===== src/adc_readout_pkg.sv =====
// Purpose: Shared constants and state types for the converter readout block.
// Assumes: 100 MHz system clock; all times below are in nanoseconds.
// Notes:   Cycle counts derive from the times; least times round up.

package adc_readout_pkg;

    localparam int CLK_NS     = 10;
    localparam int RES_BITS   = 18;
    localparam int FIFO_DEPTH = 8;

    // Busy window outside master read-after-convert, and conversion margin
    localparam int T_BUSY_MAX_NS   = 1500;
    localparam int CONV_MARGIN_CYC = 8;
    localparam int CONV_CYC        = T_BUSY_MAX_NS / CLK_NS - CONV_MARGIN_CYC;

    // Least delays around the busy fall
    localparam int T_EOC_BUSY_NS  = 10;
    localparam int T_DV_BUSY_NS   = 20;
    localparam int T_SYNC_BUSY_NS = 25;

    // Serial clock timing per divider setting 00, 01, 10, 11
    localparam int T_SCLK_MIN_NS [4] = '{25, 60, 120, 240};
    localparam int T_LEAD_MIN_NS [4] = '{3, 17, 17, 17};
    localparam int T_TAIL_MIN_NS [4] = '{3, 60, 140, 300};

    // Ceiling division of a time into clock cycles, never below one
    function automatic int ns_to_cyc(input int ns);
        int c;
        c = (ns + CLK_NS - 1) / CLK_NS;
        return (c < 1) ? 1 : c;
    endfunction

    localparam int EOC_BUSY_CYC  = ns_to_cyc(T_EOC_BUSY_NS);
    localparam int DV_BUSY_CYC   = ns_to_cyc(T_DV_BUSY_NS);
    localparam int SYNC_BUSY_CYC = ns_to_cyc(T_SYNC_BUSY_NS);

    typedef enum logic [2:0] {
        CV_IDLE   = 3'b000,
        CV_CONV   = 3'b001,
        CV_LOAD   = 3'b010,
        CV_SETTLE = 3'b011,
        CV_FRAME  = 3'b100
    } conv_state_t;

    typedef enum logic [1:0] {
        FR_OFF   = 2'b00,
        FR_LEAD  = 2'b01,
        FR_SHIFT = 2'b10,
        FR_HOLD  = 2'b11
    } frame_state_t;

endpackage


===== src/adc_readout_ctrl.sv =====
// Purpose: Conversion control and result readout, parallel or serial.
// Assumes: All pin inputs synchronous to clock_i; sar_code_i is valid
//          at end of conversion; pin mode decoding is done outside.
// Notes:   Results pass through an eight-word FIFO; a full FIFO refuses
//          new convert strobes until the host reads.

`timescale 1ns/1ps

module adc_readout_ctrl
    import adc_readout_pkg::*;
#(
    parameter int RES_W       = RES_BITS,
    parameter int DEPTH       = FIFO_DEPTH,
    parameter int CONV_CYCLES = CONV_CYC
) (
    input  wire logic             clock_i,                // 100 MHz clock
    input  wire logic             srst_i,                 // Sync reset
    input  wire logic             reset_pulse_i,          // Device reset pin
    input  wire logic             convert_strobe_n_i,     // Start, falling
    input  wire logic             cs_n_i,                 // Chip select
    input  wire logic             rd_n_i,                 // Parallel read
    input  wire logic             serial_mode_i,          // 1 = serial
    input  wire logic             master_mode_i,          // 1 = drive clock
    input  wire logic             read_after_convert_i,   // Master timing
    input  wire logic [1:0]       clock_divider_select_i, // Clock divider
    input  wire logic [RES_W-1:0] sar_code_i,             // Core result
    input  wire logic             ext_sclk_i,             // Slave clock
    input  wire logic             serial_data_in_i,       // Daisy chain in
    output logic                  busy_o,                 // Converting
    output logic                  convert_ready_o,        // FIFO has room
    output logic      [RES_W-1:0] data_o,                 // Parallel data
    output logic                  data_oe_o,              // Parallel drive
    output logic                  sclk_o,                 // Master clock
    output logic                  sclk_oe_o,              // Clock drive
    output logic                  sync_o,                 // Frame sync
    output logic                  sync_oe_o,              // Sync drive
    output logic                  serial_data_out_o,      // Serial data
    output logic                  serial_data_out_oe_o    // Data drive
);

    typedef struct packed {
        conv_state_t      st;
        frame_state_t     fr;
        logic [7:0]       cnt;
        logic [5:0]       fcnt;
        logic [4:0]       bits;
        logic [1:0]       div;
        logic             cnv_q;
        logic             ext_q;
        logic             busy;
        logic [RES_W-1:0] hold;
        logic             stale;
        logic [RES_W-1:0] shreg;
        logic             slv_act;
        logic             sclk;
        logic             sync;
        logic             sdo;
        logic             par_oe;
        logic             mst_oe;
        logic             sdo_oe;
    } ctrl_st_t;

    ctrl_st_t         s;
    ctrl_st_t         next_s;
    logic             rst;
    logic             fifo_push;
    logic             fifo_valid;
    logic [RES_W-1:0] fifo_data;
    logic             cnv_fall;
    logic             ext_fall;
    logic             rac;
    logic             frame_done;

    // Clock high phase in cycles; the extra odd cycle goes high
    function automatic logic [5:0] sclk_hi(input logic [1:0] d);
        int p;
        p = ns_to_cyc(T_SCLK_MIN_NS[d]);
        return 6'(p - p / 2);
    endfunction

    // Clock low phase in cycles
    function automatic logic [5:0] sclk_lo(input logic [1:0] d);
        int p;
        p = ns_to_cyc(T_SCLK_MIN_NS[d]);
        return 6'(p / 2);
    endfunction

    // Device reset pin clears the same state as the system reset
    assign rst = srst_i | reset_pulse_i;

    assign rac        = serial_mode_i & master_mode_i & read_after_convert_i;
    assign cnv_fall   = s.cnv_q & ~convert_strobe_n_i;
    assign ext_fall   = s.ext_q & ~ext_sclk_i;
    assign fifo_push  = (s.st == CV_CONV) && (s.cnt == '0);
    assign frame_done = (s.fr == FR_HOLD) && (s.fcnt == '0);

    // Results wait here until the output register is free
    sample_fifo #(
        .WIDTH (RES_W),
        .DEPTH (DEPTH)
    ) u_fifo (
        .clock_i     (clock_i),
        .srst_i      (rst),
        .in_valid_i  (fifo_push),
        .in_ready_o  (convert_ready_o),
        .in_data_i   (sar_code_i),
        .out_valid_o (fifo_valid),
        .out_ready_i (s.stale),
        .out_data_o  (fifo_data)
    );

    // Whole next-state function
    always_comb
    begin
        next_s       = s;
        next_s.cnv_q = convert_strobe_n_i;
        next_s.ext_q = ext_sclk_i;

        // Output enables, registered so each follows its strobe in one cycle
        next_s.par_oe = ~serial_mode_i & ~cs_n_i & ~rd_n_i;
        next_s.mst_oe = serial_mode_i & master_mode_i & ~cs_n_i;
        next_s.sdo_oe = serial_mode_i & ~cs_n_i;

        // A parallel read that ends marks the held result as consumed
        if (s.par_oe & ~next_s.par_oe)
        begin
            next_s.stale = 1'b1;
        end

        // Conversion sequencer
        case (s.st)
            CV_IDLE:
            begin
                // A full FIFO refuses the strobe; the host sees convert_ready_o
                if (cnv_fall & convert_ready_o)
                begin
                    next_s.busy = 1'b1;
                    next_s.cnt  = 8'(CONV_CYCLES - 1);
                    next_s.st   = CV_CONV;
                    // Read during convert ships the previous result now
                    if (serial_mode_i & master_mode_i & ~read_after_convert_i
                        & (s.fr == FR_OFF))
                    begin
                        next_s.fr    = FR_LEAD;
                        next_s.div   = 2'b00;
                        next_s.fcnt  = 6'(ns_to_cyc(T_LEAD_MIN_NS[0]) - 1);
                        next_s.sync  = 1'b1;
                        next_s.sclk  = 1'b0;
                        next_s.shreg = s.hold;
                        next_s.sdo   = s.hold[RES_W-1];
                        next_s.bits  = 5'(RES_W - 1);
                        next_s.stale = 1'b1;
                    end
                end
            end
            CV_CONV:
            begin
                // Result enters the FIFO on the last conversion cycle
                next_s.cnt = s.cnt - 1'b1;
                if (s.cnt == '0)
                begin
                    next_s.st = CV_LOAD;
                end
            end
            CV_LOAD:
            begin
                // Newest result is in the output register once all drained
                if (~fifo_valid & ~s.stale)
                begin
                    if (rac)
                    begin
                        if (s.fr == FR_OFF)
                        begin
                            next_s.fr    = FR_LEAD;
                            next_s.div   = clock_divider_select_i;
                            next_s.fcnt  = 6'(ns_to_cyc(
                                T_LEAD_MIN_NS[clock_divider_select_i]) - 1);
                            next_s.sync  = 1'b1;
                            next_s.sclk  = 1'b0;
                            next_s.shreg = s.hold;
                            next_s.sdo   = s.hold[RES_W-1];
                            next_s.bits  = 5'(RES_W - 1);
                            next_s.stale = 1'b1;
                            next_s.st    = CV_FRAME;
                        end
                    end
                    else
                    begin
                        // Data stands this long before busy drops
                        next_s.cnt = 8'(DV_BUSY_CYC - 1);
                        next_s.st  = CV_SETTLE;
                    end
                end
            end
            CV_SETTLE:
            begin
                next_s.cnt = s.cnt - 1'b1;
                if (s.cnt == '0)
                begin
                    next_s.busy = 1'b0;
                    next_s.st   = CV_IDLE;
                end
            end
            CV_FRAME:
            begin
                if (frame_done)
                begin
                    next_s.cnt = 8'(SYNC_BUSY_CYC - 1);
                    next_s.st  = CV_SETTLE;
                end
            end
            default:
            begin
                next_s.st = CV_IDLE;
            end
        endcase

        // Master serial frame engine; data changes on the falling clock
        case (s.fr)
            FR_OFF:
            begin
                next_s.sclk = 1'b0;
            end
            FR_LEAD:
            begin
                next_s.fcnt = s.fcnt - 1'b1;
                if (s.fcnt == '0)
                begin
                    next_s.sclk = 1'b1;
                    next_s.fcnt = sclk_hi(s.div) - 1'b1;
                    next_s.fr   = FR_SHIFT;
                end
            end
            FR_SHIFT:
            begin
                next_s.fcnt = s.fcnt - 1'b1;
                if (s.fcnt == '0)
                begin
                    if (s.sclk)
                    begin
                        next_s.sclk = 1'b0;
                        next_s.fcnt = sclk_lo(s.div) - 1'b1;
                        if (s.bits == '0)
                        begin
                            next_s.fr   = FR_HOLD;
                            next_s.fcnt = 6'(ns_to_cyc(T_TAIL_MIN_NS[s.div]) - 1);
                        end
                        else
                        begin
                            next_s.shreg = {s.shreg[RES_W-2:0], serial_data_in_i};
                            next_s.sdo   = s.shreg[RES_W-2];
                            next_s.bits  = s.bits - 1'b1;
                        end
                    end
                    else
                    begin
                        next_s.sclk = 1'b1;
                        next_s.fcnt = sclk_hi(s.div) - 1'b1;
                    end
                end
            end
            FR_HOLD:
            begin
                next_s.fcnt = s.fcnt - 1'b1;
                if (s.fcnt == '0)
                begin
                    next_s.sync = 1'b0;
                    next_s.fr   = FR_OFF;
                end
            end
            default:
            begin
                next_s.fr = FR_OFF;
            end
        endcase

        // Slave serial: select loads the shifter, external falls shift it
        if (serial_mode_i & ~master_mode_i)
        begin
            if (cs_n_i)
            begin
                next_s.slv_act = 1'b0;
            end
            else if (~s.slv_act)
            begin
                next_s.slv_act = 1'b1;
                next_s.shreg   = s.hold;
                next_s.sdo     = s.hold[RES_W-1];
                next_s.bits    = 5'(RES_W - 1);
                next_s.stale   = 1'b1;
            end
            else if (ext_fall & (s.bits != '0))
            begin
                // One cycle after the sampled edge keeps data within its window
                next_s.shreg = {s.shreg[RES_W-2:0], serial_data_in_i};
                next_s.sdo   = s.shreg[RES_W-2];
                next_s.bits  = s.bits - 1'b1;
            end
        end

        // Drain last so a fresh load wins over any consume in this cycle
        if (s.stale & fifo_valid)
        begin
            next_s.hold  = fifo_data;
            next_s.stale = 1'b0;
        end
    end

    // State register; nothing is held across a reset
    always_ff @(posedge clock_i)
    begin
        if (rst)
        begin
            s       <= '0;
            s.st    <= CV_IDLE;
            s.fr    <= FR_OFF;
            s.cnv_q <= 1'b1;
            s.stale <= 1'b1;
        end
        else
        begin
            s <= next_s;
        end
    end

    // Outputs come straight from the state register
    assign busy_o               = s.busy;
    assign data_o               = s.hold;
    assign data_oe_o            = s.par_oe;
    assign sclk_o               = s.sclk;
    assign sclk_oe_o            = s.mst_oe;
    assign sync_o               = s.sync;
    assign sync_oe_o            = s.mst_oe;
    assign serial_data_out_o    = s.sdo;
    assign serial_data_out_oe_o = s.sdo_oe;

endmodule


===== src/sample_fifo.sv =====
// Purpose: Synchronous FIFO holding finished conversion results.
// Assumes: Single clock; reset clears contents.
// Notes:   Full and empty are exact; ready drops only when full.

`timescale 1ns/1ps

module sample_fifo #(
    parameter int WIDTH = 18,
    parameter int DEPTH = 8
) (
    input  wire logic             clock_i,     // System clock
    input  wire logic             srst_i,      // Synchronous reset, flushes
    input  wire logic             in_valid_i,  // Write request
    output logic                  in_ready_o,  // Space available
    input  wire logic [WIDTH-1:0] in_data_i,   // Write word
    output logic                  out_valid_o, // Word available
    input  wire logic             out_ready_i, // Reader takes word
    output logic      [WIDTH-1:0] out_data_o   // Head word
);

    localparam int AW = (DEPTH > 1) ? $clog2(DEPTH) : 1;

    typedef struct packed {
        logic [DEPTH-1:0][WIDTH-1:0] mem;
        logic [AW-1:0]               wp;
        logic [AW-1:0]               rp;
        logic [AW:0]                 cnt;
    } fifo_st_t;

    fifo_st_t s;
    fifo_st_t next_s;
    logic     push;
    logic     pop;

    // Handshakes straight from the count
    assign in_ready_o  = (s.cnt != (AW+1)'(DEPTH));
    assign out_valid_o = (s.cnt != '0);
    assign out_data_o  = s.mem[s.rp];
    assign push        = in_valid_i & in_ready_o;
    assign pop         = out_valid_o & out_ready_i;

    // Pointer wrap works for any depth, not only powers of two
    always_comb
    begin
        next_s = s;
        if (push)
        begin
            next_s.mem[s.wp] = in_data_i;
            next_s.wp = (s.wp == AW'(DEPTH - 1)) ? '0 : s.wp + 1'b1;
        end
        if (pop)
        begin
            next_s.rp = (s.rp == AW'(DEPTH - 1)) ? '0 : s.rp + 1'b1;
        end
        if (push & ~pop)
        begin
            next_s.cnt = s.cnt + 1'b1;
        end
        else if (pop & ~push)
        begin
            next_s.cnt = s.cnt - 1'b1;
        end
    end

    // State register
    always_ff @(posedge clock_i)
    begin
        if (srst_i)
        begin
            s <= '0;
        end
        else
        begin
            s <= next_s;
        end
    end

endmodule


===== config.mk =====
export PLATFORM = sky130hd
export DESIGN_NAME = adc_readout_ctrl
export DESIGN_NICKNAME = d
export VERILOG_FILES = /design/src/adc_readout_pkg.sv /design/src/adc_readout_ctrl.sv /design/src/sample_fifo.sv
export SDC_FILE = /design/constraint.sdc
export NUM_CORES = 1
export LEC_CHECK = 0
export BUFFER_PORTS_ARGS = -buffer_cell sky130_fd_sc_hd__buf_2
export CAP_MARGIN = 20
export CORE_MARGIN = 3
export CORE_UTILIZATION = 61
export DETAILED_ROUTE_END_ITERATION = 6
export PLACE_DENSITY = 0.8
export SYNTH_ARGS = -nofsm -noshare
export SYNTH_HDL_FRONTEND = slang
export SYNTH_SLANG_ARGS = --single-unit

===== constraint.sdc =====
create_clock -name clock_i -period 5.96 [get_ports clock_i]
set_clock_uncertainty 0.1 [all_clocks]
set_input_delay 0.596 -clock clock_i [delete_from_list [all_inputs] [get_ports clock_i]]
set_output_delay 0.596 -clock clock_i [all_outputs]
set_load 0.02 [all_outputs]

==> results by stage, run 1 <==
Critical path:
- The critical path class is flop to flop.
- The slowest cell on the critical path is nor4b_1.
- The critical-path maximum fanout is 14.
- The delay of the slowest cell on the worst path is slightly above 0.8 ns.
- The signal on the critical path passes through nor4b_1 -> or4_4 -> clkinv_1 -> ha_1 -> inv_1 -> ha_1 -> a21o_1 -> a21oi_1 -> xnor2_1 -> or3_1 -> a21oi_1.
- The element type at the critical path end is a flop.
- The element type at the critical path start is a flop.
- In this run the critical register-to-register path is launched from u_fifo.s[0]$_SDFFE_PP0P_.
- In this run the critical register-to-register path is captured at u_fifo.s[3]$_SDFFE_PP0P_.
- The register-to-register setup slack is about 2.4 ns.
- Data on the critical path is required at its endpoint by 6.29 ns.
- For the worst setup path, the data arrival time is 3.85 ns.
- For the worst flop-to-flop path, the logic depth is 11.

Floorplan:
- The initial core utilization is 63.2%.
- The core footprint is 16800 um2.
- The die area is 19100 um2.
- After floorplanning, the core was divided into 47 placement rows.
- The height of the die is 138 um.
- In this run the count of I/O pins placed on the die edge is 58.
- The die is 138 um wide.

STA:
- Setup violations remaining at the end of the flow were counted as 0.
- For the pin with the worst max-slew slack, the measured transition is 1.09 ns.
- The final period utilization is just under 60%.
- The max-slew violation count is 0.
- Setup repair after global routing left no endpoint under its margin.
- The headroom to the max-slew limit is 27.1%.
- Summed over all failing endpoints, the final setup total negative slack is 0 ns.
- The worst path setup slack after routing is 2.44 ns.
- The number of hold violations in the final report is 0.
- The maximum clock rate is 0.284 GHz.
- For the finished layout, the period the worst path requires is 3.52 ns.

Clock tree:
- The tree is rooted in a clkbuf_16.
- The post-cts hold buffer count is 0.
- Clock-pin slew was measured on the worst setup and hold paths at 0.06 ns.
- The clock latency of the later-clocked register in the worst-skew pair is between 0.5 and 0.6 ns.
- CTS built an H-tree with a depth of 1.
- The post-CTS resize count is 0.
- The CTS buffer count is 24.
- TritonCTS built the clock tree.
- Counting every sink on the clock net gives 226.
- The number of buffers inserted to repair setup after CTS is 0.
- Counting along the longest clock path gives a buffer depth of 3.

Run:
- The max capacitance violation total is 0.

Synthesis:
- The count of distinct cell types in the synthesized netlist is between 60 and 70.
- The post-synthesis instance total is 1208.
- Yosys mapped a number of flops with a built-in enable equal to 0.
- The mapped netlist covers roughly 11000 um2.
- The average size of a mapped cell is 8.81 um2.
- The predominant post-synthesis flop cell is dfxtp_1.
- Yosys printed 0 warnings.
- For this run, asynchronously set or reset flops after synthesis account for 0%.
- For this run, the register share of the synthesized area comes to 42.5%.
- Counting every net in the synthesized netlist gives 1269.
- The register bit total from synthesis is 226.

Drt:
- The number of detailed-routing iterations run before antenna repair is 5.
- After detailed routing, the number of remaining DRC violations is 0.
- The routed wire length per instance is 18.2 um.
- The post-route antenna net violation count is 0.
- The via density per instance is about 6.
- Summed over all layers, the routed wires come to 25900 um.
- The number of DRC violations after detailed-routing iteration 0 is 761.
- The total number of vias is ~8700.

Status:
- The flow ran to the end, and the final reports show no timing, DRC or antenna violations.

Global route:
- The number of antenna violations at the first check in global routing is 3.
- The overall track demand over capacity in global routing is 26.4%.
- The first-pass GRT wire length is 42300 um.
- Entering global routing, the biggest net connects 135 pins.
- The remaining global-route overflow is 0.
- The number of global-route vias before repair came to around 8400.

Cells and area:
- The most common cell after layout, fill and taps aside is nand2_1.
- The area added between synthesis and finish is 8.53%.
- In the layout the commonest cells are nand2_1 (250), dfxtp_1 (225), a21oi_1 (138), nor2_1 (100), mux2i_1 (58).
- In the final design database the tool counted 1247 nets.
- The total area of multi-input combinational cells is 5440 um2.
- Cells with a size suffix above 1 make up 13.7% of the layout.
- The antenna cell count is 0.
- The final-layout fill cell count is 1325.
- The combined flip-flop and latch cell area is 4530 um2.

Worst hold path:
- The worst hold path was traced through 2 stages.
- The class of the tightest hold or removal check is primary input to flop.
- In this run the most critical hold path is launched from rd_n_i.
- For hold timing, the worst endpoint is data_oe_o$_SDFF_PP0_.

Power and ir drop:
- In this run the power density over the cells is 333 nW/um2.
- The leakage power of the design is 3.99 nW.
- The worst-case IR drop observed on VDD is ~0.00025 V.

Placement:
- At the placement stage, the worst setup path has a slack of 2.52 ns.
- The placed wire-length estimate after detailed placement is 16000 um.
- Buffers placed on the I/O ports in this run total 57.
- The final weighted congestion in routability-driven placement is 0.917.
sequential cells by signal, summed over array words and instances, names as in the netlist:
signal,flops
u_fifo.s,154
s,47
data_o,18
busy_o,1
data_oe_o,1
sclk_o,1
sclk_oe_o,1
serial_data_out_o,1
serial_data_out_oe_o,1
sync_o,1
layer usage:
| metal | vias up | routed length, um | share of wire (%) | track usage [%] |
|---|---|---|---|---|
| li1 | 4142 | - | - | - |
| met1 | 4142 | 11200 | 43 | 34.7 |
| met2 | 305 | 12400 | 48 | 44.2 |
| met3 | 60 | 1680 | 6.5 | 4.25 |
| met4 | 6 | 648 | 2.5 | 9.57 |
| met5 | - | 28 | 0.11 | 0 |
cell type report:
class	instances	share of cell area, %
flip-flops and latches	226	39.2
multi-input cells	837	47.1
well taps	220	2.38
clock buffers	32	5.98
clock inverters	10	0.997
inverters	28	0.910
repair buffers	69	3.39
where the power goes:
part	total, mW	internal [mW]	switching, mW
clock network	1.50	0.900	0.601
registers	1.71	1.60	0.114
logic	0.630	0.241	0.388
worst max-delay path by stage:
| stage | slack [ns] | endpoint | depth (start not counted) | startpoint |
|---|---|---|---|---|
| 6_report | 2.44 | u_fifo.s[3]$_SDFFE_PP0P_ | 11 | u_fifo.s[0]$_SDFFE_PP0P_ |
| 5_1_grt | 2.21 | u_fifo.s[3]$_SDFFE_PP0P_ | 11 | u_fifo.s[0]$_SDFFE_PP0P_ |
| 4_1_cts | 2.47 | u_fifo.s[3]$_SDFFE_PP0P_ | 11 | u_fifo.s[0]$_SDFFE_PP0P_ |
| 3_5_place_dp | 2.52 | u_fifo.s[3]$_SDFFE_PP0P_ | 11 | u_fifo.s[0]$_SDFFE_PP0P_ |
| 3_3_place_gp | 2.55 | s[19]$_SDFF_PP0_ | 7 | master_mode_i |
| 2_1_floorplan | 3.03 | u_fifo.s[3]$_SDFFE_PP0P_ | 12 | s[64]$_SDFFE_PP0P_ |
cells by family after synthesis:
| kind of cell | after synthesis | share of synthesized area, % |
|---|---|---|
| compound gates | 259 | 14.7 |
| xor+xnor | 11 | 0.906 |
| fa+ha+maj | 30 | 3.60 |
| buf+inv | 145 | 6.42 |
| flops | 226 | 42.5 |
| mux | 94 | 13.1 |
| simple gates | 443 | 18.8 |
per-stage QoR:
| stage | instance area [um2] | hold WS [ns] | utilization, % | cells | total power [mW] |
|---|---|---|---|---|---|
| 5_1_grt | 11500 | 0.182 | 68.6 | 1422 | 4.00 |
| 2_1_floorplan | 10600 | 0.329 | - | 1208 | 2.28 |
| 3_3_place_gp | 10700 | 0.335 | 63.8 | 1379 | 2.36 |
| 6_report | 11500 | 0.172 | 68.6 | 1422 | 3.84 |
| 3_5_place_dp | 10700 | 0.342 | 63.8 | 1379 | 2.37 |
| 4_1_cts | 11500 | 0.157 | 68.6 | 1421 | 3.86 |
critical path, delay by kind of cell, from the launching register on:
| kind | cells | cell delay, ns |
|---|---|---|
| buffers and inverters | 2 | 0.36 |
| XOR/XNOR | 1 | 0.09 |
| AO/OA/AOI/OAI | 3 | 0.50 |
| adder cells (fa/ha/maj) | 2 | 0.51 |
| flip-flops | 1 | 0.37 |
| AND/OR/NAND/NOR | 3 | 1.52 |
synthesized netlist by cell type (all sizes together) (22+ instances only):
library cell	n	area [um2]
dfxtp	226	4520
mux4	36	811
ha	29	363
mux2i	58	581
a22oi	22	165
nand2	250	938
a211oi	23	173
o21ai	27	135
inv	27	101
a21oi	139	696
nor2	101	387
clkbuf	61	229
buf	56	349
Power figures use the tool's default switching activity.
==> run 2: changes to the inputs <==
- clock period: 5.96 -> 3.35 ns (I/O delays scaled with it)
==> results by stage, run 2 (synthesis gave the netlist of run 1 again) <==
Status:
- Run status: complete, no violations (unchanged).

STA:
- The final period utilization is 92.6% (was 59.1%).
- The slew at the pin closest to its max-slew limit is 1.08 ns (was 1.09 ns).
- The final critical path time including I/O delays and setup is 3.10 ns (was 3.52 ns).
- The number of hold violations in the final report is 0 (unchanged).
- The setup TNS after final layout was 0 ns (unchanged).
- The worst path setup slack after routing is 0.247 ns (was 2.44 ns).
- The headroom to the max-slew limit is 27.7% (was 27.1%).
- Unrepaired setup endpoints after global routing: false (unchanged).
- The max-slew violation count is 0 (unchanged).
- The count of endpoints failing setup in the final report was 0 (unchanged).
- The maximum clock rate is 0.322 GHz (was 0.284 GHz).

Critical path:
- The element type at the critical path end is a flop (unchanged).
- The endpoint arrival time on the critical path is 3.44 ns (was 3.85 ns).
- The delay of the slowest cell on the worst path came to 0.52 ns (was 0.81 ns).
- The data required time at the worst endpoint is 3.68 ns (was 6.29 ns).
- The slowest cell on the critical path is or4_4 (was nor4b_1).
- The critical-path maximum fanout is 8 (was 14).
- The element type at the critical path start is a flop (unchanged).
- The buffers plus inverters on the worst setup path was 2 (unchanged).
- Critical-path cell list: nor4_4 -> nand3_2 -> or4_4 -> clkinvlp_4 -> ha_1 -> inv_1 -> ha_1 -> a21o_1 -> a21oi_1 -> xnor2_1 -> or3_1 -> a21oi_1 (was nor4b_1 -> or4_4 -> clkinv_1 -> ha_1 -> inv_1 -> ha_1 -> a21o_1 -> a21oi_1 -> xnor2_1 -> or3_1 -> a21oi_1).
- The critical path class is flop to flop (unchanged).
- The cell type group with the largest total delay on the critical path is simple AND/OR/NAND/NOR gates (unchanged).

Cells and area:
- Top library cells by usage in the layout, fill and taps aside: nand2_1 (250), dfxtp_1 (225), a21oi_1 (138), nor2_1 (100), mux2i_1 (58) (unchanged).
- The share of final-layout standard cells stronger than drive strength 1 was 15.3% (was 13.7%).
- The final standard cell utilization of the core is 70.5% (was 68.6%).
- The largest register by flop count is u_fifo.s (unchanged).
- The area added between synthesis and finish is 11.5% (was 8.53%).
- The layout net count was 1276 (was 1247).
- The antenna cell count is 0 (unchanged).
- The final-layout fill cell count is 1223 (was 1325).
- The most common cell after layout, fill and taps aside is nand2_1 (unchanged).
- The number of flip-flops in the largest register is 154 (unchanged).

Floorplan:
- The number of top-level pins is 58 (unchanged).
- The core footprint is 16800 um2 (unchanged).
- The height of the die is 138 um (unchanged).
- The initial core utilization was 63.2% (unchanged).
- The die area is 19100 um2 (unchanged).
- The width of the die is 138 um (unchanged).
- The row count is 47 (unchanged).

Clock tree:
- The buffer cell driving the clock tree root is clkbuf_16 (unchanged).
- The count of H-tree levels built during CTS is 1 (unchanged).
- The number of buffers on the longest clock path is 3 (unchanged).
- The CTS buffer count is 24 (unchanged).
- The CTS clock-pin slew for the worst setup and hold paths was 0.06 ns (about the same).
- The clock latency of the later-clocked register in the worst-skew pair is 0.51 ns (about the same).
- The TritonCTS clock tree is yes (unchanged).
- The TritonCTS sink count is 226 (unchanged).
- The number of buffers inserted to repair setup after CTS is 0 (unchanged).

Placement:
- The pre-CTS setup slack came to 0.238 ns (was 2.52 ns).
- The placed wire-length estimate after detailed placement is 16800 um (was 16000 um).
- The final weighted congestion in routability-driven placement was 0.933 (was 0.917).
- The quantity of I/O buffers inserted on ports is 57 (unchanged).

Power and ir drop:
- The areal power density over the cells is 595 nW/um2 (was 333 nW/um2).
- The leakage power of the design is 4.16 nW (was 3.99 nW).
- The largest vdd supply drop was 0.000518 V (was 0.000247 V).

Global route:
- The number of global-route vias before repair is 8372 (was 8423).
- The first-pass GRT wire length was 42700 um (was 42300 um).
- The number of antenna violations at the first check in global routing is 2 (was 3).
- The remaining global-route overflow is 0 (unchanged).
- The overall track demand over capacity in global routing is 26.5% (was 26.4%).
- The maximum number of pins on one net before global-route repair is 64 (was 135).

Drt:
- The number of detailed-routing iterations run before antenna repair is 5 (unchanged).
- The via density per instance is 6.09 (about the same).
- The number of DRC violations after detailed-routing iteration 0 is 600 (was 761).
- The total number of vias came to 8837 (was 8655).
- The total DRC errors in the routed layout is 0 (unchanged).
- The total detailed-routing wirelength is 26400 um (was 25900 um).
- The post-route antenna net violation count is 0 (unchanged).
- The routed wire length per instance is 18.2 um (about the same).

Worst hold path:
- The class of the tightest hold or removal check is primary input to flop (unchanged).

Run:
- The max capacitance violation total is 0 (unchanged).
## run 2: cell count changes in the layout (fill, tap and decap cells not counted), moves of 3 or more
cell,delta
dlygate4sd3_1,+7
clkbuf_8,+4
buf_4,+21
clkinv_2,-3
## run 2: final timing paths
check / startpoint / end / slack [ns] / cells after the start
worst max-delay path: s[64]$_SDFFE_PP0P_ / u_fifo.s[3]$_SDFFE_PP0P_ / 0.25 / 12
worst min register to register: u_fifo.s[51]$_SDFFE_PP0P_ / u_fifo.s[51]$_SDFFE_PP0P_ / 0.35 / 2
worst min-delay path: clock_divider_select_i[1] / s[48]$_SDFFE_PP0P_ / 0.02 / 3
worst max register to register: s[64]$_SDFFE_PP0P_ / u_fifo.s[3]$_SDFFE_PP0P_ / 0.25 / 12
## run 2: power breakdown
group / internal, mW / switching (mW)
registers: 2.84 / 0.155
clock network: 1.79 / 1.06
logic: 0.470 / 0.748
## run 2: layout make-up
type	instances	area (um2)	share of cell area [%]
Multi-Input combinational cell	837	5440	45.9
Sequential cell	226	4530	38.1
Clock buffer	36	757	6.38
Timing Repair Buffer	98	642	5.41
Tap cell	220	275	2.32
Clock inverter	7	114	0.960
Inverter	28	109	0.918
## run 2: per-layer routing
| layer | up-vias | wire length [um] | track usage [%] |
|---|---|---|---|
| li1 | 4202 | - | - |
| met2 | 364 | 12600 | 44.6 |
| met4 | 4 | 710 | 7.07 |
| met1 | 4190 | 11100 | 35.6 |
| met3 | 77 | 2050 | 4.63 |
| met5 | - | 27 | 0 |
## run 2: per-stage QoR
| step | power, mW | instance area, um2 | instances | hold slack, ns |
|---|---|---|---|---|
| 2_1_floorplan | 4.05 | 10600 | 1208 | 0.311 |
| 3_3_place_gp | 4.24 | 10900 | 1401 | 0.334 |
| 3_5_place_dp | 4.27 | 10900 | 1401 | 0.342 |
| 4_1_cts | 7.10 | 11800 | 1451 | 0.00138 |
| 5_1_grt | 7.34 | 11900 | 1452 | 0.0123 |
| 6_report | 7.06 | 11900 | 1452 | 0.0170 |
## run 2: what timing repair did
action                                  CTS  global route
endpoints found under the hold margin     6             0
resized for setup                         0             1
endpoints found under the setup margin    0             1
hold buffers                              7             0
## run 2: worst reg2reg max path, cell delays in order (launching register included)
cell and delay [ns]:
dfxtp_1 0.37, nor4_4 0.32, nand3_2 0.14, or4_4 0.52
clkinvlp_4 0.15, ha_1 0.20, inv_1 0.09, ha_1 0.28
a21o_1 0.17, a21oi_1 0.16, xnor2_1 0.09, or3_1 0.30
a21oi_1 0.13
==> run 3: changes to the inputs <==
- ABC_AREA: not set -> 1
- PLACE_DENSITY: 0.8 -> 0.79
- SKIP_CTS_REPAIR_TIMING: not set -> 1
- clock period: 3.35 -> 3.5 ns (I/O delays scaled with it)
==> results by stage, run 3 <==
Status:
- Run status: complete, no violations (unchanged).

Cells and area:
- Top library cells by usage in the layout, fill and taps aside: a21oi_1 (256), dfxtp_1 (224), nand2_1 (182), o21ai_0 (158), inv_1 (143) (was nand2_1 (250), dfxtp_1 (225), a21oi_1 (138), nor2_1 (100), mux2i_1 (58)).
- The antenna cell count came to 0 (unchanged).
- The largest register by flop count is u_fifo.s (unchanged).
- The area added between synthesis and finish is 9.08% (was 11.5%).
- The layout net count is 1620 (was 1276).
- The number of standard cells in the layout, taps in and fillers out is 1806 (was 1452).
- The share of final-layout standard cells stronger than drive strength 1 is 10.3% (was 15.3%).
- The number of flip-flops in the largest register is 154 (unchanged).
- The most common cell after layout, fill and taps aside was a21oi_1 (was nand2_1).
- The final standard cell utilization of the core came to 68.2% (was 70.5%).

Clock tree:
- The clock latency of the later-clocked register in the worst-skew pair came to 0.52 ns (was 0.51 ns).
- The CTS clock-pin slew for the worst setup and hold paths is 0.06 ns (about the same).
- The count of H-tree levels built during CTS came to 1 (unchanged).
- The TritonCTS clock tree is yes (unchanged).
- The buffer cell driving the clock tree root is clkbuf_16 (unchanged).
- The CTS buffer count was 24 (unchanged).
- The TritonCTS sink count is 226 (unchanged).
- The number of buffers on the longest clock path was 3 (unchanged).

Synthesis:
- The most common cell in the netlist is a21oi_1 (was nand2_1).
- Ranking of synthesized cells by area: dfxtp_1 (40%), a21oi_1 (11%), o21ai_0 (7.0%), nand2_1 (6.0%), nand3_1 (5.3%) (was dfxtp_1 (43%), nand2_1 (8.8%), mux4_2 (7.6%), a21oi_1 (6.5%), mux2i_1 (5.5%)).
- The post-synthesis async set-or-reset flop share is 0% (unchanged).
- The average size of a mapped cell is 7.20 um2 (was 8.81 um2).
- Most instantiated cells after synthesis: a21oi_1 (256), dfxtp_1 (226), nand2_1 (182) (was nand2_1 (250), dfxtp_1 (226), a21oi_1 (139)).
- The combined area of all synthesized cells came to 11300 um2 (was 10600 um2).
- The total number of yosys warnings is 0 (unchanged).
- The most area-hungry cell type in the Yosys netlist was dfxtp_1 (unchanged).
- The predominant post-synthesis flop cell is dfxtp_1 (unchanged).
- The number of nets in the synthesized netlist is 1633 (was 1269).
- The register bit total from synthesis is 226 (unchanged).
- The register area share after synthesis came to 40.0% (was 42.5%).
- The count of distinct cell types in the synthesized netlist was 50 (was 68).
- The portion of synthesized cell area occupied by the leading cell type is 40.0% (was 42.5%).
- The post-synthesis instance total is 1572 (was 1208).
- The number of enable flip-flop cells after synthesis is 0 (unchanged).

Placement:
- The pre-CTS setup slack came to 0.786 ns (was 0.238 ns).
- The final weighted congestion in routability-driven placement is 0.903 (was 0.933).
- The placed wire-length estimate after detailed placement is 18700 um (was 16800 um).
- The count of placed standard cells including taps is 1756 (was 1401).
- The quantity of I/O buffers inserted on ports was 57 (unchanged).

Floorplan:
- The number of top-level pins is 58 (unchanged).
- The row count is 49 (was 47).
- The height of the die is 142 um (was 138 um).
- The die area was 20200 um2 (was 19100 um2).
- The width of the die came to 142 um (was 138 um).
- The initial core utilization is 62.5% (was 63.2%).
- The core footprint is 18100 um2 (was 16800 um2).

Drt:
- The routed wire length per instance was 16.7 um (was 18.2 um).
- The total detailed-routing wirelength is 30200 um (was 26400 um).
- The number of DRC violations after detailed-routing iteration 0 is 1020 (was 600).
- The total number of vias is 10763 (was 8837).
- The total DRC errors in the routed layout is 0 (unchanged).
- The number of detailed-routing iterations run before antenna repair is 7 (was 5).
- The via density per instance is 5.96 (was 6.09).
- The post-route antenna net violation count is 0 (unchanged).

Global route:
- The first-pass GRT wire length was 49500 um (was 42700 um).
- The maximum number of pins on one net before global-route repair is 145 (was 64).
- The number of antenna violations at the first check in global routing was 1 (was 2).
- The number of global-route vias before repair is 9728 (was 8372).
- The overall track demand over capacity in global routing came to 29.5% (was 26.5%).
- The remaining global-route overflow came to 0 (unchanged).

Power and ir drop:
- The leakage power of the design is 4.73 nW (was 4.16 nW).
- The largest vdd supply drop is 0.000470 V (was 0.000518 V).
- The areal power density over the cells was 633 nW/um2 (was 595 nW/um2).
- The total chip power is 7.81 mW (was 7.06 mW).

Worst hold path:
- The launch instance of the worst min-delay path is clock_divider_select_i[0] (was clock_divider_select_i[1]).
- The class of the tightest hold or removal check is primary input to flop (unchanged).
- The worst hold path depth was 3 (unchanged).

STA:
- The setup TNS after final layout is 0 ns (unchanged).
- The maximum clock rate is 0.359 GHz (was 0.322 GHz).
- The final period utilization is 79.6% (was 92.6%).
- The max-slew violation count is 0 (unchanged).
- Unrepaired setup endpoints after global routing: false (unchanged).
- The headroom to the max-slew limit came to 40.7% (was 27.7%).
- The number of hold violations in the final report came to 0 (unchanged).
- The count of endpoints failing setup in the final report is 0 (unchanged).
- The final critical path time including I/O delays and setup was 2.79 ns (was 3.10 ns).
- The slew at the pin closest to its max-slew limit was 0.888 ns (was 1.08 ns).
- The worst path setup slack after routing is 0.713 ns (was 0.247 ns).

Critical path:
- The delay of the slowest cell on the worst path is 0.61 ns (was 0.52 ns).
- The source of the worst register-to-register timing path is s[60]$_SDFFE_PP0P_ (was s[64]$_SDFFE_PP0P_).
- The element type at the critical path end is a flop (unchanged).
- The data required time at the worst endpoint came to 3.78 ns (was 3.68 ns).
- Critical-path cell list: inv_1 -> ha_1 -> nand2_1 -> nor2_1 -> inv_1 -> nor2_4 -> nand3_4 -> nor2_4 -> nand2_2 -> o21ai_0 -> a21oi_1 (was nor4_4 -> nand3_2 -> or4_4 -> clkinvlp_4 -> ha_1 -> inv_1 -> ha_1 -> a21o_1 -> a21oi_1 -> xnor2_1 -> or3_1 -> a21oi_1).
- The critical path startpoint is s[60]$_SDFFE_PP0P_ (was s[64]$_SDFFE_PP0P_).
- The worst-case reg-to-reg path depth is 11 (was 12).
- The endpoint arrival time on the critical path came to 3.06 ns (was 3.44 ns).
- The critical-path maximum fanout is 36 (was 8).
- The critical path class is flop to flop (unchanged).
- The element type at the critical path start is a flop (unchanged).
- The slowest cell on the critical path is nand2_2 (was or4_4).

Run:
- The max capacitance violation total is 0 (unchanged).
==> run 3: cell count changes in the layout (fill, tap and decap cells not counted), moves of 36 or more <==
| cell | delta |
|---|---|
| o21ai_0 | +135 |
| a21oi_1 | +118 |
| inv_1 | +116 |
| nand3_1 | +110 |
| nand2_1 | -68 |
| mux2i_1 | -58 |
| o211ai_1 | +55 |
| o21ai_1 | +53 |
| mux4_2 | -36 |
==> run 3: cells by family after synthesis <==
group	after synthesis	share of synthesized area [%]
flops	226	40.0
buf+inv	275	10.5
compound gates	548	25.9
fa+ha+maj	30	3.38
simple gates	484	19.5
xor+xnor	9	0.697
==> run 3: through the flow <==
| step | instance area, um2 | hold slack, ns |
|---|---|---|
| floorplan | 11300 | 0.326 |
| global placement | 11400 | 0.339 |
| detailed placement | 11400 | 0.344 |
| CTS | 12300 | -0.107 |
| global route | 12300 | 0.0159 |
| finish | 12300 | 0.0102 |
==> run 3: final cells by class <==
type	instances	area, um2
clock inverters	13	136
well taps	229	287
repair buffers	80	495
flip-flops and latches	226	4530
multi-input cells	1071	5610
inverters	156	593
clock buffers	31	687
fillers	1539	5750
==> run 3: metal layers <==
metal	vias to the layer above	track usage [%]	wire length, um
met4	2	7.47	610
met1	4983	41.7	13200
li1	5281	-	-
met5	-	0	13
met2	442	47.9	13900
met3	55	3.86	2520
==> run 3: final timing paths <==
kind / slack (ns) / endpoint
worst max register to register: 0.71 / u_fifo.s[29]$_SDFFE_PP0P_
worst min-delay path: 0.01 / s[47]$_SDFFE_PP0P_
worst max-delay path: 0.71 / u_fifo.s[29]$_SDFFE_PP0P_
worst min register to register: 0.35 / u_fifo.s[43]$_SDFFE_PP0P_
==> run 3: critical path, delay by kind of cell, from the launching register on <==
kind / cells / cell delay (ns)
adders and majority gates: 1 / 0.19
AOI/OAI and AO/OA: 2 / 0.43
DFF: 1 / 0.33
buffers and inverters: 2 / 0.16
and+or+nand+nor: 6 / 1.44
==> run 3: where the power goes <==
group	switching [mW]	total [mW]	leakage (nW)	internal (mW)
logic	1.57	2.27	2.50	0.697
registers	0.243	2.93	1.83	2.69
clock network	1.07	2.61	0.399	1.54
total	2.89	7.81	4.73	4.92
